===== src/include/ccsr_params.svh =====
`ifndef CCSR_PARAMS_SVH
`define CCSR_PARAMS_SVH
// ==========================================
// register indices and bus address width
`define CCSR_IDX_PLATFORM 8'h17
`define CCSR_IDX_INTC_BASE 8'h1B
`define CCSR_IDX_POWERON 8'h2A
`define CCSR_ADDR_W 10
// ==========================================
// platform identification fields
`define CCSR_PLAT_CODE_LSB 50
`define CCSR_PLAT_CODE_MSB 52
`define CCSR_L2LAT_LSB 53
`define CCSR_L2LAT_MSB 56
`define CCSR_CLKRATIO_BIT 60
// ==========================================
// local interrupt controller base fields
`define CCSR_BSP_BIT 8
`define CCSR_GEN_BIT 11
`define CCSR_BASE_LSB 12
`define CCSR_BASE_MSB 31
`define CCSR_BASE_RESET 20'hFEE00
// ==========================================
// hard power-on configuration fields
`define CCSR_PON_DATACHK 1
`define CCSR_PON_RESPCHK 2
`define CCSR_PON_APERR_DRV 3
`define CCSR_PON_BUS_ERROR_SIGNAL_INIT 4
`define CCSR_PON_BUS_ERROR_SIGNAL_INT 6
`define CCSR_PON_BUS_INIT_SIGNAL_DRV 7
`define CCSR_PON_TRISTATE 8
`define CCSR_PON_BIST 9
`define CCSR_PON_APERR_OBS 10
`define CCSR_PON_RW_MASK 64'h0000_0000_0000_00DE
`define CCSR_PON_RESET 8'h00
`endif


===== src/include/ccsr_pkg.sv =====
package ccsr_pkg;
	// ==========================================
	// register select, one-hot
	typedef enum logic [3:0] {
		CCSR_SEL_NONE = 4'h1,
		CCSR_SEL_PLAT = 4'h2,
		CCSR_SEL_INTC = 4'h4,
		CCSR_SEL_PON = 4'h8
	} ccsr_sel_t;
	typedef logic [63:0] ccsr_word_t;
endpackage


===== src/include/ccsr_wr_if.sv =====
`timescale 1ns/10ps
// write path between the decoder and the register holders
interface ccsr_wr_if;
	logic wr_intc; // write hits the interrupt controller base
	logic wr_pon; // write hits the power-on configuration
	logic [63:0] wdata; // write data
	modport dec (output wr_intc, output wr_pon, output wdata);
	modport reg_side (input wr_intc, input wr_pon, input wdata);
endinterface


===== src/ccsr_top.sv =====
`timescale 1ns/10ps
`include "ccsr_params.svh"
// ==========================================
module ccsr_top
	import ccsr_pkg::*;
#(
	parameter logic [2:0] PLATFORM_CODE = 3'h0, // board-dependent code
	parameter logic [3:0] L2_LATENCY = 4'h1 // cache read latency figure
) (
	input wire logic CLK,
	input wire logic RST,
	input wire logic [`CCSR_ADDR_W-1:0] ADDR,
	input wire logic [63:0] WDATA,
	input wire logic WR,
	input wire logic RD,
	output logic [63:0] RDATA,
	input wire logic BOOTSTRAP_STRAP,
	input wire logic CLK_RATIO_STRAP,
	input wire logic TRISTATE_STRAP,
	input wire logic BIST_STRAP,
	input wire logic APERR_OBS_STRAP,
	output logic INTC_ENABLE,
	output logic [31:0] INTC_BASE_ADDR,
	output logic DATA_CHECK_EN,
	output logic RESP_CHECK_EN,
	output logic MASTER_CHECKER_OBS_EN,
	output logic APERR_DRIVE_EN,
	output logic BUS_ERROR_SIGNAL_INITIATOR_EN,
	output logic BUS_ERROR_SIGNAL_INTERNAL_EN,
	output logic BUS_INIT_SIGNAL_DRIVE_EN,
	output logic APERR_OBS_EN
);
	// ==========================================
	// internal wiring
	ccsr_sel_t sel; // one-hot register select
	ccsr_wr_if wbus (); // write strobes and data
	logic intc_en_q; // global enable
	logic [`CCSR_BASE_MSB-`CCSR_BASE_LSB:0] base_q; // base address high bits
	logic [7:0] pon_q; // writable power-on bits, low byte
	logic [7:0] pon_d;
	logic [4:0] strap_q; // straps caught after reset release
	logic strap_done_q; // straps captured once
	ccsr_word_t plat_word; // platform identification view
	ccsr_word_t intc_word; // interrupt controller base view
	ccsr_word_t pon_word; // power-on configuration view
	ccsr_word_t rd_mux; // selected read value
	logic [63:0] rdata_q;

	// ==========================================
	// decode
	ccsr_decode u_dec (
		.addr(ADDR),
		.wr(WR),
		.wdata(WDATA),
		.sel(sel),
		.wbus(wbus)
	);

	// ==========================================
	// interrupt controller base holder
	ccsr_intc_base u_intc (
		.CLK(CLK),
		.RST(RST),
		.wbus(wbus),
		.enable_q(intc_en_q),
		.base_q(base_q)
	);

	// ==========================================
	// straps: captured by a clocked process after reset, never by the reset itself
	always_ff @(posedge CLK or posedge RST) begin
		if (RST) begin
			strap_q <= 5'h00;
			strap_done_q <= 1'b0;
		end else if (!strap_done_q) begin
			strap_q <= {APERR_OBS_STRAP, BIST_STRAP, TRISTATE_STRAP,
				CLK_RATIO_STRAP, BOOTSTRAP_STRAP};
			strap_done_q <= 1'b1;
		end
	end

	// ==========================================
	// writable power-on bits; reserved and read-only positions masked off
	assign pon_d = wbus.wr_pon ? (wbus.wdata[7:0] & 8'(`CCSR_PON_RW_MASK)) : pon_q;
	always_ff @(posedge CLK or posedge RST) begin
		if (RST) begin
			pon_q <= `CCSR_PON_RESET;
		end else begin
			pon_q <= pon_d;
		end
	end

	// ==========================================
	// read views; everything not assigned reads as zero
	always_comb begin
		plat_word = '0;
		plat_word[`CCSR_PLAT_CODE_MSB:`CCSR_PLAT_CODE_LSB] = PLATFORM_CODE;
		plat_word[`CCSR_L2LAT_MSB:`CCSR_L2LAT_LSB] = L2_LATENCY;
		plat_word[`CCSR_CLKRATIO_BIT] = strap_q[1];
	end
	always_comb begin
		intc_word = '0;
		intc_word[`CCSR_BSP_BIT] = strap_q[0];
		intc_word[`CCSR_GEN_BIT] = intc_en_q;
		intc_word[`CCSR_BASE_MSB:`CCSR_BASE_LSB] = base_q;
	end
	always_comb begin
		pon_word = '0;
		pon_word[7:0] = pon_q;
		pon_word[`CCSR_PON_TRISTATE] = strap_q[2];
		pon_word[`CCSR_PON_BIST] = strap_q[3];
		pon_word[`CCSR_PON_APERR_OBS] = strap_q[4];
	end

	// ==========================================
	// read mux; unmapped addresses answer zero
	always_comb begin
		unique case (sel)
			CCSR_SEL_PLAT: begin
				rd_mux = plat_word;
			end
			CCSR_SEL_INTC: begin
				rd_mux = intc_word;
			end
			CCSR_SEL_PON: begin
				rd_mux = pon_word;
			end
			CCSR_SEL_NONE: begin
				rd_mux = '0;
			end
			default: begin
				rd_mux = '0;
			end
		endcase
	end

	// read data stands only in the cycle after the strobe, zero otherwise
	always_ff @(posedge CLK or posedge RST) begin
		if (RST) begin
			rdata_q <= 64'h0;
		end else begin
			rdata_q <= RD ? rd_mux : 64'h0;
		end
	end
	assign RDATA = rdata_q;

	// ==========================================
	// feature controls driven straight from the flops
	assign INTC_ENABLE = intc_en_q;
	assign INTC_BASE_ADDR = {base_q, 12'h000};
	assign DATA_CHECK_EN = pon_q[`CCSR_PON_DATACHK];
	assign RESP_CHECK_EN = pon_q[`CCSR_PON_RESPCHK];
	assign MASTER_CHECKER_OBS_EN = pon_q[`CCSR_PON_RESPCHK];
	assign APERR_DRIVE_EN = pon_q[`CCSR_PON_APERR_DRV];
	assign BUS_ERROR_SIGNAL_INITIATOR_EN = pon_q[`CCSR_PON_BUS_ERROR_SIGNAL_INIT];
	assign BUS_ERROR_SIGNAL_INTERNAL_EN = pon_q[`CCSR_PON_BUS_ERROR_SIGNAL_INT];
	assign BUS_INIT_SIGNAL_DRIVE_EN = pon_q[`CCSR_PON_BUS_INIT_SIGNAL_DRV];
	assign APERR_OBS_EN = strap_q[4];
endmodule


===== src/ccsr_decode.sv =====
`timescale 1ns/10ps
`include "ccsr_params.svh"
// address decode for the register bus
module ccsr_decode
	import ccsr_pkg::*;
(
	input wire logic [`CCSR_ADDR_W-1:0] addr,
	input wire logic wr,
	input wire logic [63:0] wdata,
	output ccsr_sel_t sel,
	ccsr_wr_if.dec wbus
);
	// ==========================================
	// decode function, shared by read and write
	function automatic ccsr_sel_t dec_f(input logic [`CCSR_ADDR_W-1:0] a);
		ccsr_sel_t s;
		s = CCSR_SEL_NONE;
		if (a == {`CCSR_IDX_PLATFORM, 2'h0}) begin
			s = CCSR_SEL_PLAT;
		end else if (a == {`CCSR_IDX_INTC_BASE, 2'h0}) begin
			s = CCSR_SEL_INTC;
		end else if (a == {`CCSR_IDX_POWERON, 2'h0}) begin
			s = CCSR_SEL_PON;
		end
		return s;
	endfunction
	assign sel = dec_f(addr);
	// writes to the read-only platform word or unmapped space are dropped
	assign wbus.wr_intc = wr && (sel == CCSR_SEL_INTC);
	assign wbus.wr_pon = wr && (sel == CCSR_SEL_PON);
	assign wbus.wdata = wdata;
endmodule


===== src/ccsr_intc_base.sv =====
`timescale 1ns/10ps
`include "ccsr_params.svh"
// local interrupt controller base register holder
module ccsr_intc_base (
	input wire logic CLK,
	input wire logic RST,
	ccsr_wr_if.reg_side wbus,
	output logic enable_q,
	output logic [`CCSR_BASE_MSB-`CCSR_BASE_LSB:0] base_q
);
	// ==========================================
	// global enable: once cleared, only reset brings it back
	always_ff @(posedge CLK or posedge RST) begin
		if (RST) begin
			enable_q <= 1'b1;
		end else if (wbus.wr_intc && !wbus.wdata[`CCSR_GEN_BIT]) begin
			enable_q <= 1'b0;
		end
	end
	// ==========================================
	// base address, 4 KB aligned so only bits 31:12 are kept
	always_ff @(posedge CLK or posedge RST) begin
		if (RST) begin
			base_q <= `CCSR_BASE_RESET;
		end else if (wbus.wr_intc) begin
			base_q <= wbus.wdata[`CCSR_BASE_MSB:`CCSR_BASE_LSB];
		end
	end
endmodule


===== config.mk =====
export PLATFORM = sky130hd
export DESIGN_NAME = ccsr_top
export DESIGN_NICKNAME = d
export VERILOG_FILES = /design/src/include/ccsr_pkg.sv /design/src/include/ccsr_wr_if.sv /design/src/ccsr_top.sv /design/src/ccsr_decode.sv /design/src/ccsr_intc_base.sv
export VERILOG_INCLUDE_DIRS = /design/src /design/src/include
export SDC_FILE = /design/constraint.sdc
export NUM_CORES = 1
export LEC_CHECK = 0
export BUFFER_PORTS_ARGS = -buffer_cell sky130_fd_sc_hd__buf_4
export CORE_UTILIZATION = 41
export DETAILED_ROUTE_END_ITERATION = 10
export GPL_ROUTABILITY_DRIVEN = 0
export PLACE_DENSITY_LB_ADDON = 0.25
export SYNTH_ARGS = -nofsm -noshare
export SYNTH_HDL_FRONTEND = slang
export SYNTH_HIERARCHICAL = 1
export SYNTH_SLANG_ARGS = --single-unit

===== constraint.sdc =====
create_clock -name CLK -period 1.05 [get_ports CLK]
set_input_delay 0 -clock CLK [delete_from_list [all_inputs] [get_ports CLK]]
set_output_delay 0 -clock CLK [all_outputs]
set_load 0.01 [all_outputs]

==> results of run 1 <==
==> repair_timing <==
item | CTS | global route
hold endpoints to repair | 99 | 0
setup buffers | 7 | 1
hold buffers | 34 | 0
pin swaps | 2 | 4
gates cloned | 4 | 2
endpoints found under the setup margin | 59 | 60
gates resized for setup | 18 | 23
==> critical path, cell delays in order <==
cell and delay (ps):
buf_6 90, or3_4 380, or2_4 260, o21bai_4 170, or3b_4 430, clkbuf_16 210, nor3_2 150
==> placed cells by master (no fill, tap or decap), drive strengths merged, types with 2 or more instances in the layout <==
cell         instances
a21oi                2
and2                 3
buf                131
clkbuf              16
conb                45
dfrtp               54
dfstp               11
dlygate4sd3         34
inv                 33
mux2                25
nand2                6
nand2b               3
nand3b               3
nor3                30
nor4                 2
o21ai                6
or3b                 2
==> routing by layer <==
layer	GRT usage (%)	share of wire, %
met2	28.13	51
met4	9.392	2.5
met1	19.15	40
met3	4.020	6.7
met5	0	0
==> state kept, by name (all words and copies together) (netlist names) <==
signal	flops
strap_done_q	1
RDATA	32
strap_q	5
u_intc/enable_q	1
u_intc/base_q	20
pon_q	6
==> worst paths after layout <==
path / end / slack, ps
min reg2reg: RDATA[25] / 500
min: pon_q[7] / 50
max reg2reg: strap_q[2] / 90
max: RDATA[10] / -380
max in group asynchronous: u_intc/base_q[10] / 500
min in group asynchronous: RDATA[23] / 260
==> power groups by stage <==
stage	clock network, mW	registers, mW	logic [mW]
5_1_grt	2.35	2.58	0.584
6_report	2.16	2.58	0.535
4_1_cts	2.27	2.58	0.527
3_5_place_dp	0	2.62	0.414
2_1_floorplan	0	2.63	0.379
3_3_place_gp	0	2.62	0.408
==> stage by stage <==
| step | setup WS, ps | area (µm²) | std cells | hold slack (ps) | power (mW) |
|---|---|---|---|---|---|
| final | -383.0 | 4783 | 519 | 49.11 | 5.274 |
| after CTS | -366.0 | 4696 | 519 | 19.58 | 5.370 |
| after global placement | -750.2 | 3979 | 459 | 66.23 | 3.029 |
| after detailed placement | -749.5 | 3979 | 459 | 69.23 | 3.036 |
| after global routing | -421.0 | 4783 | 519 | 51.07 | 5.510 |
| after floorplan | -538.8 | 3472 | 314 | -31.62 | 3.005 |
==> final cells by class <==
type	count	area (µm²)	area share [%]
well taps	102	127.6	2.668
repair buffers	167	1510	31.57
inverters	33	123.9	2.590
clock inverters	2	35.03	0.7324
flip-flops and latches	65	1640	34.29
clock buffers	14	172.7	3.610
multi-input cells	136	1174	24.54
==> flow_metrics.env, run 1 <==
export IMPL_outcome="finished, violations left"
export IMPL_violations="setup timing"
export IMPL_syn_avg_cell_area_um2=12.13
export IMPL_drc=0
export IMPL_cts_buffers=9
export IMPL_layout_drive_gt1_share_pct=56.35
export IMPL_yosysWarningCount=6
export IMPL_power_leakage_nw=2.351
export IMPL_drtAntennaViolNets=0
export IMPL_netlist_instances=271
export IMPL_start_util_pct=42.54
export IMPL_path_max_fanout=12
export IMPL_insertedDiodeCount=0
export IMPL_totalWireLength_um=6777
export IMPL_dieArea_um2=8379
export IMPL_pwr_share_seq_pct=48.9
export IMPL_core_um2=7727
export IMPL_port_buffers=106
export IMPL_setup_tns_final_ps=-16510
export IMPL_critPathLaunch="ADDR[1]"
export IMPL_vias_per_cell=4.166
export IMPL_finalMaxSlewViolations=0
export IMPL_dr_pass1_iters=3
export IMPL_clock_sinks=65
export IMPL_period_needed_ps=1433
export IMPL_clock_latency_ps=330
export IMPL_hp_class="primary input to register"
export IMPL_vias=2162
export IMPL_p_sw_share_pct=21.64
export IMPL_final_nets=495
export IMPL_skew_ps=4.025
export IMPL_antenna_found_initial=0
export IMPL_start_kind="primary input"
export IMPL_drtIter0Drc=39
export IMPL_arrival_ps=1690
export IMPL_syn2layout_area_growth_pct=45.53
export IMPL_grt_setup_unrepaired="true"
export IMPL_p_sw_mw=1.141
export IMPL_p_int_mw=4.133
export IMPL_drv_cap=0
export IMPL_power_density_nw_per_um2=1103
export IMPL_setup_viol=58
export IMPL_r2r_start="strap_done_q"
export IMPL_cp_required_ps=1310
export IMPL_power_frac_comb_pct=10.1
export IMPL_clk_pin_slew_ps=60
export IMPL_setup_ws_ps=-383.0
export IMPL_hp_start="WR"
export IMPL_final_core_util_pct=61.90
export IMPL_num_rows=32
export IMPL_max_freq_mhz=697.8
export IMPL_grtUsageTotal_pct=16.62
export IMPL_nFillCells=622
export IMPL_cts_root_buf="clkbuf_8"
export IMPL_cts_tree="built"
export IMPL_grt_pass1_vias=2128
export IMPL_finalCritPeriodShare_pct=136.5
export IMPL_ir_drop_mv=0.5660
export IMPL_end_kind="register"
export IMPL_die_h_um=91.54
export IMPL_dp_hpwl_um=4111
export IMPL_grt_max_degree=45
export IMPL_gr_total_overflow=0
export IMPL_wl_per_cell_um=13.06
export IMPL_io_pins=188
export IMPL_die_width_um=91.54
export IMPL_grt_first_pass_wirelength_um=10350
export IMPL_hold_violations=0
export IMPL_netlist_area_um2=3287
export IMPL_critPathKind="primary input to register"
export IMPL_power_frac_clock_pct=41.0
export IMPL_clock_path_buffers=2
export IMPL_hold_depth=3
export IMPL_htree_levels=3
export IMPL_worst_r2r_cell_count=1
Power figures use the tool's default switching activity.
==> inputs of run 2 (changes only) <==
- ABC_AREA: default -> 1
==> run 2 against run 1 <==
The flow now finishes without violations. Routed wire length shrank 5.9%. Register-to-register slack gained 20 ps. Worst hold slack gained 140 ps. Utilization shrank 3.5 points. Sequential cell count is the same. Area after synthesis shrank 1.2%. Non-clock buffer count shrank 9. Cell area shrank 6.2%. Die area shrank 1.2%. Critical endpoint is now INTC_BASE_ADDR[30].
==> flow_metrics.env, run 2 <==
export IMPL_outcome="finished, final reports clean"
export IMPL_end_kind="primary output"
export IMPL_grt_setup_unrepaired="true"
export IMPL_drtIter0Drc=54
export IMPL_port_buffers=106
export IMPL_htree_levels=3
export IMPL_layout_drive_gt1_share_pct=41.49
export IMPL_netlist_area_um2=3247
export IMPL_die_width_um=90.99
export IMPL_gr_total_overflow=0
export IMPL_multi_input_area_um2=913.4
export IMPL_max_stage_delay_ps=560
export IMPL_p_sw_share_pct=23.14
export IMPL_final_common_cell="buf_4"
export IMPL_syn_avg_cell_area_um2=9.721
export IMPL_most_common_layout_cells="buf_4 (118), inv_1 (60), dfrtp_1 (54), conb_1 (45)"
export IMPL_dp_hpwl_um=4511
export IMPL_netlist_instances=334
export IMPL_antenna_found_initial=0
export IMPL_power_density_nw_per_um2=1234
export IMPL_critPathKind="register to primary output"
export IMPL_final_core_util_pct=58.37
export IMPL_clk_pin_slew_ps=80
export IMPL_r2r_start="strap_done_q"
export IMPL_power_leakage_nw=2.493
export IMPL_cts_tree="built"
export IMPL_p_int_mw=4.256
export IMPL_cts_root_buf="clkbuf_8"
export IMPL_dr_pass1_iters=4
export IMPL_core_um2=7687
export IMPL_start_util_pct=42.24
export IMPL_pwr_share_seq_pct=46.9
export IMPL_totalWireLength_um=6378
export IMPL_path_max_fanout=3
export IMPL_syn2layout_area_growth_pct=38.19
export IMPL_period_needed_ps=1005
export IMPL_finalCritPeriodShare_pct=95.71
export IMPL_p_sw_mw=1.282
export IMPL_seq_area_um2=1640
export IMPL_grt_pass1_vias=2255
export IMPL_slowest_stage="dfstp_2"
export IMPL_vias_per_cell=4.049
export IMPL_cp_required_ps=1050
export IMPL_clock_path_buffers=2
export IMPL_die_h_um=90.99
export IMPL_drtAntennaViolNets=0
export IMPL_start_kind="register"
export IMPL_grt_first_pass_wirelength_um=10420
export IMPL_grt_max_degree=42
export IMPL_setup_tns_final_ps=0
export IMPL_ir_drop_mv=0.7960
export IMPL_power_frac_clock_pct=43.2
export IMPL_yosysWarningCount=6
export IMPL_clock_latency_ps=340
export IMPL_cp_num_buf_inv=1
export IMPL_hp_class="primary input to asynchronous set/reset pin"
export IMPL_dieArea_um2=8279
export IMPL_finalMaxSlewViolations=0
export IMPL_crit_chain="buf_6"
export IMPL_io_pins=188
export IMPL_skew_ps=4.678
export IMPL_critPathLaunch="u_intc/base_q[18]"
export IMPL_final_nets=548
export IMPL_hold_violations=0
export IMPL_max_freq_mhz=995.1
export IMPL_cp_top_family="flip-flops"
export IMPL_clock_sinks=65
export IMPL_total_power_mw=5.537
export IMPL_power_frac_comb_pct=9.9
export IMPL_grtUsageTotal_pct=16.36
export IMPL_drc=0
export IMPL_cts_buffers=9
export IMPL_wl_per_cell_um=11.15
export IMPL_largest_reg_flops=32
export IMPL_vias=2316
export IMPL_insertedDiodeCount=0
export IMPL_arrival_ps=1000
export IMPL_num_rows=32
export IMPL_drv_cap=0
export IMPL_setup_viol=0
export IMPL_nFillCells=685
-- run 2: cell count changes in the layout (fill, tap and decap cells not counted), sizes merged, moves of 3 or more --
cell	previous run	this run
and2	3	0
nand2	6	35
mux2	25	4
clkbuf	16	10
clkinv	1	4
buf	131	124
nand4	0	3
inv	33	66
nor2	0	15
nand3	0	4
o21ai	6	26
nand2b	3	0
-- run 2: final timing paths --
check / end / cells past startpoint / slack (ps)
max: INTC_BASE_ADDR[30] / 1 / 50
min: RDATA[24] / 3 / 190
max reg2reg: strap_q[0] / 1 / 110
min reg2reg: u_intc/base_q[19] / 2 / 490
max in group asynchronous: RDATA[15] / 4 / 400
min in group CLK: RDATA[53] / 7 / 230
-- run 2: power groups by stage --
stage / combinational [mW] / clock (mW) / sequential, mW
2_1_floorplan: 0.389 / 0 / 2.65
3_3_place_gp: 0.443 / 0 / 2.64
3_5_place_dp: 0.448 / 0 / 2.64
4_1_cts: 0.550 / 2.46 / 2.60
5_1_grt: 0.605 / 2.58 / 2.60
6_report: 0.548 / 2.39 / 2.60
-- run 2: repair_timing --
item                                    in CTS  in global routing
gates resized for setup                      0                  2
hold endpoints to repair                   100                  0
endpoints found under the setup margin       0                  3
hold buffers                                34                  0
setup buffers                                0                  1
-- run 2: per-layer routing --
layer	part of all wire [%]	vias to the layer above	global-route usage [%]	wire [µm]
li1	-	1151	-	-
met1	42	1063	19.87	2687
met2	51	98	27.84	3228
met3	6.4	4	4.188	407
met4	0.85	0	6.349	54
met5	0	-	0	0
-- run 2: through the flow --
stage          area, µm²  std cells  setup slack (ps)  hold slack [ps]
3_5_place_dp        3902        521            -156.4           -15.66
4_1_cts             4472        571             22.16            199.7
6_report            4487        572             45.09            190.2
3_3_place_gp        3902        521            -127.9           -23.49
2_1_floorplan       3408        377             5.740           -31.62
5_1_grt             4487        572            -2.394            205.8
-- run 2: final cells by class --
cell class	instances	area share, %
sequential	65	36.56
clock inverter	6	2.036
multi-input combinational	165	20.36
tap	102	2.844
timing repair buffer	158	29.62
inverter	66	5.521
clock buffer	10	3.067
-- run 2: tightest hold or removal path: cells and delay by family --
| kind | cells | cell delay, ps |
|---|---|---|
| buffers and inverters | 3 | 920 |
==> inputs of run 3 (changes only) <==
- clock period: 1.05 -> 0.9 ns (I/O delays scaled with it)
==> run 3 against run 2 <==
Register-to-register slack lost 120 ps. The flow now finishes with violations (setup timing). Largest cell class is now buffers. Via count grew 9.7%. Global-route usage is 1.1 points higher.
==> flow_metrics.env, run 3 (same netlist as run 2, synthesis figures left out) <==
export IMPL_violations="setup timing"
export IMPL_dr_pass1_iters=4
export IMPL_cp_required_ps=900
export IMPL_num_rows=32
export IMPL_most_common_layout_cells="buf_4 (98), dfrtp_1 (53), conb_1 (45), inv_1 (40), buf_6 (39)"
export IMPL_worstReg2RegEnd="u_intc/base_q[19]"
export IMPL_clock_path_buffers=2
export IMPL_power_density_nw_per_um2=1285
export IMPL_clock_latency_ps=340
export IMPL_max_freq_mhz=1001
export IMPL_whs_endpoint="RDATA[8]"
export IMPL_final_common_cell="buf_4"
export IMPL_gr_total_overflow=0
export IMPL_skew_ps=11.22
export IMPL_totalWireLength_um=8008
export IMPL_final_core_util_pct=67.51
export IMPL_path_max_fanout=2
export IMPL_final_nets=574
export IMPL_nFillCells=600
export IMPL_dp_cells=515
export IMPL_drc=0
export IMPL_setup_tns_final_ps=-1228
export IMPL_cts_tree="built"
export IMPL_grt_setup_unrepaired="true"
export IMPL_cp_num_buf_inv=1
export IMPL_grtUsageTotal_pct=17.45
export IMPL_postLayoutCellArea_um2=5190
export IMPL_die_width_um=90.99
export IMPL_finalMaxSlewViolations=0
export IMPL_vias=2541
export IMPL_finalCritPeriodShare_pct=111.0
export IMPL_hold_ws_ps=171.1
export IMPL_power_leakage_nw=2.700
export IMPL_clock_sinks=65
export IMPL_largest_reg_flops=32
export IMPL_htree_levels=3
export IMPL_reg2reg_slack_ps=-10
export IMPL_seq_area_um2=1642
export IMPL_hp_class="primary input to register"
export IMPL_vias_per_cell=4.249
export IMPL_setup_ws_ps=-98.79
export IMPL_die_h_um=90.99
export IMPL_start_kind="register"
export IMPL_outcome="finished, violations left"
export IMPL_hold_depth=6
export IMPL_cts_root_buf="clkbuf_8"
export IMPL_multi_input_area_um2=1150
export IMPL_hold_violations=0
export IMPL_layout_drive_gt1_share_pct=53.02
export IMPL_critPathKind="register to primary output"
export IMPL_end_kind="primary output"
export IMPL_drtIter0Drc=55
export IMPL_dieArea_um2=8279
export IMPL_setup_viol=26
export IMPL_total_power_mw=6.668
export IMPL_hp_start="RD"
export IMPL_r2r_start="u_intc/base_q[19]"
export IMPL_drtAntennaViolNets=0
export IMPL_core_um2=7687
export IMPL_wl_per_cell_um=13.39
export IMPL_syn2layout_area_growth_pct=59.85
export IMPL_period_needed_ps=998.8
export IMPL_placed_cell_area_um2=3859
export IMPL_insertedDiodeCount=0
export IMPL_ir_drop_mv=0.7907
export IMPL_antenna_found_initial=0
export IMPL_arrival_ps=1000
export IMPL_grt_max_degree=45
export IMPL_worst_r2r_cell_count=3
export IMPL_drv_cap=0
export IMPL_grt_first_pass_wirelength_um=11170
export IMPL_final_cells=598
export IMPL_max_stage_delay_ps=560
export IMPL_grt_pass1_vias=2333
export IMPL_place_ws_ps=-323.3
export IMPL_port_buffers=106
export IMPL_cp_top_family="flip-flops"
export IMPL_slowest_stage="dfstp_2"
export IMPL_crit_chain="buf_6"
export IMPL_io_pins=188
export IMPL_clk_pin_slew_ps=80
export IMPL_start_util_pct=42.24
export IMPL_cts_buffers=9
export IMPL_dp_hpwl_um=4509
## run 3: worst max path at each step
stage,from,to,cells after the start
6_report,u_intc/base_q[19],INTC_BASE_ADDR[31],1
4_1_cts,u_intc/base_q[17],INTC_BASE_ADDR[29],1
5_1_grt,u_intc/base_q[19],INTC_BASE_ADDR[31],1
3_3_place_gp,ADDR[8],RDATA[11],9
2_1_floorplan,ADDR[5],RDATA[21],9
3_5_place_dp,ADDR[0],RDATA[2],10
## run 3: what timing repair did
action | CTS | global route
resized for setup | 20 | 120
hold buffers | 35 | 0
pin swaps | 7 | 31
cloned | 0 | 4
buffers inserted | 21 | 7
endpoints found under the hold margin | 104 | 0
endpoints found under the setup margin | 27 | 68
## run 3: power by group
part / leakage, nW / switching [mW] / internal [mW] / total (mW)
registers: 0.774 / 0.0457 / 2.99 / 3.03
clock network: 0.115 / 1.11 / 1.70 / 2.81
logic: 1.81 / 0.382 / 0.437 / 0.819
total: 2.70 / 1.54 / 5.13 / 6.67
## run 3: per-layer routing
layer  vias to the layer above  wire [µm]  track usage [%]
met5                         -          0                0
met4                         0        150            7.804
met3                        12        487            4.690
met2                       114       4155            28.09
met1                      1199       3214            22.02
li1                       1216          -                -
## run 3: worst register-to-register path, stage by stage (launching register included)
cell	delay, ps
dfstp_2	560
buf_4	130
inv_1	40
o21ai_2	120
## run 3: cell type report
cell class / instances / share of cell area (%)
Clock buffer: 11 / 2.917
Clock inverter: 5 / 1.495
Inverter: 66 / 5.569
Multi-Input combinational cell: 165 / 22.16
Sequential cell: 65 / 31.63
Tap cell: 102 / 2.459
Timing Repair Buffer: 182 / 33.15
Timing Repair inverter: 2 / 0.6268
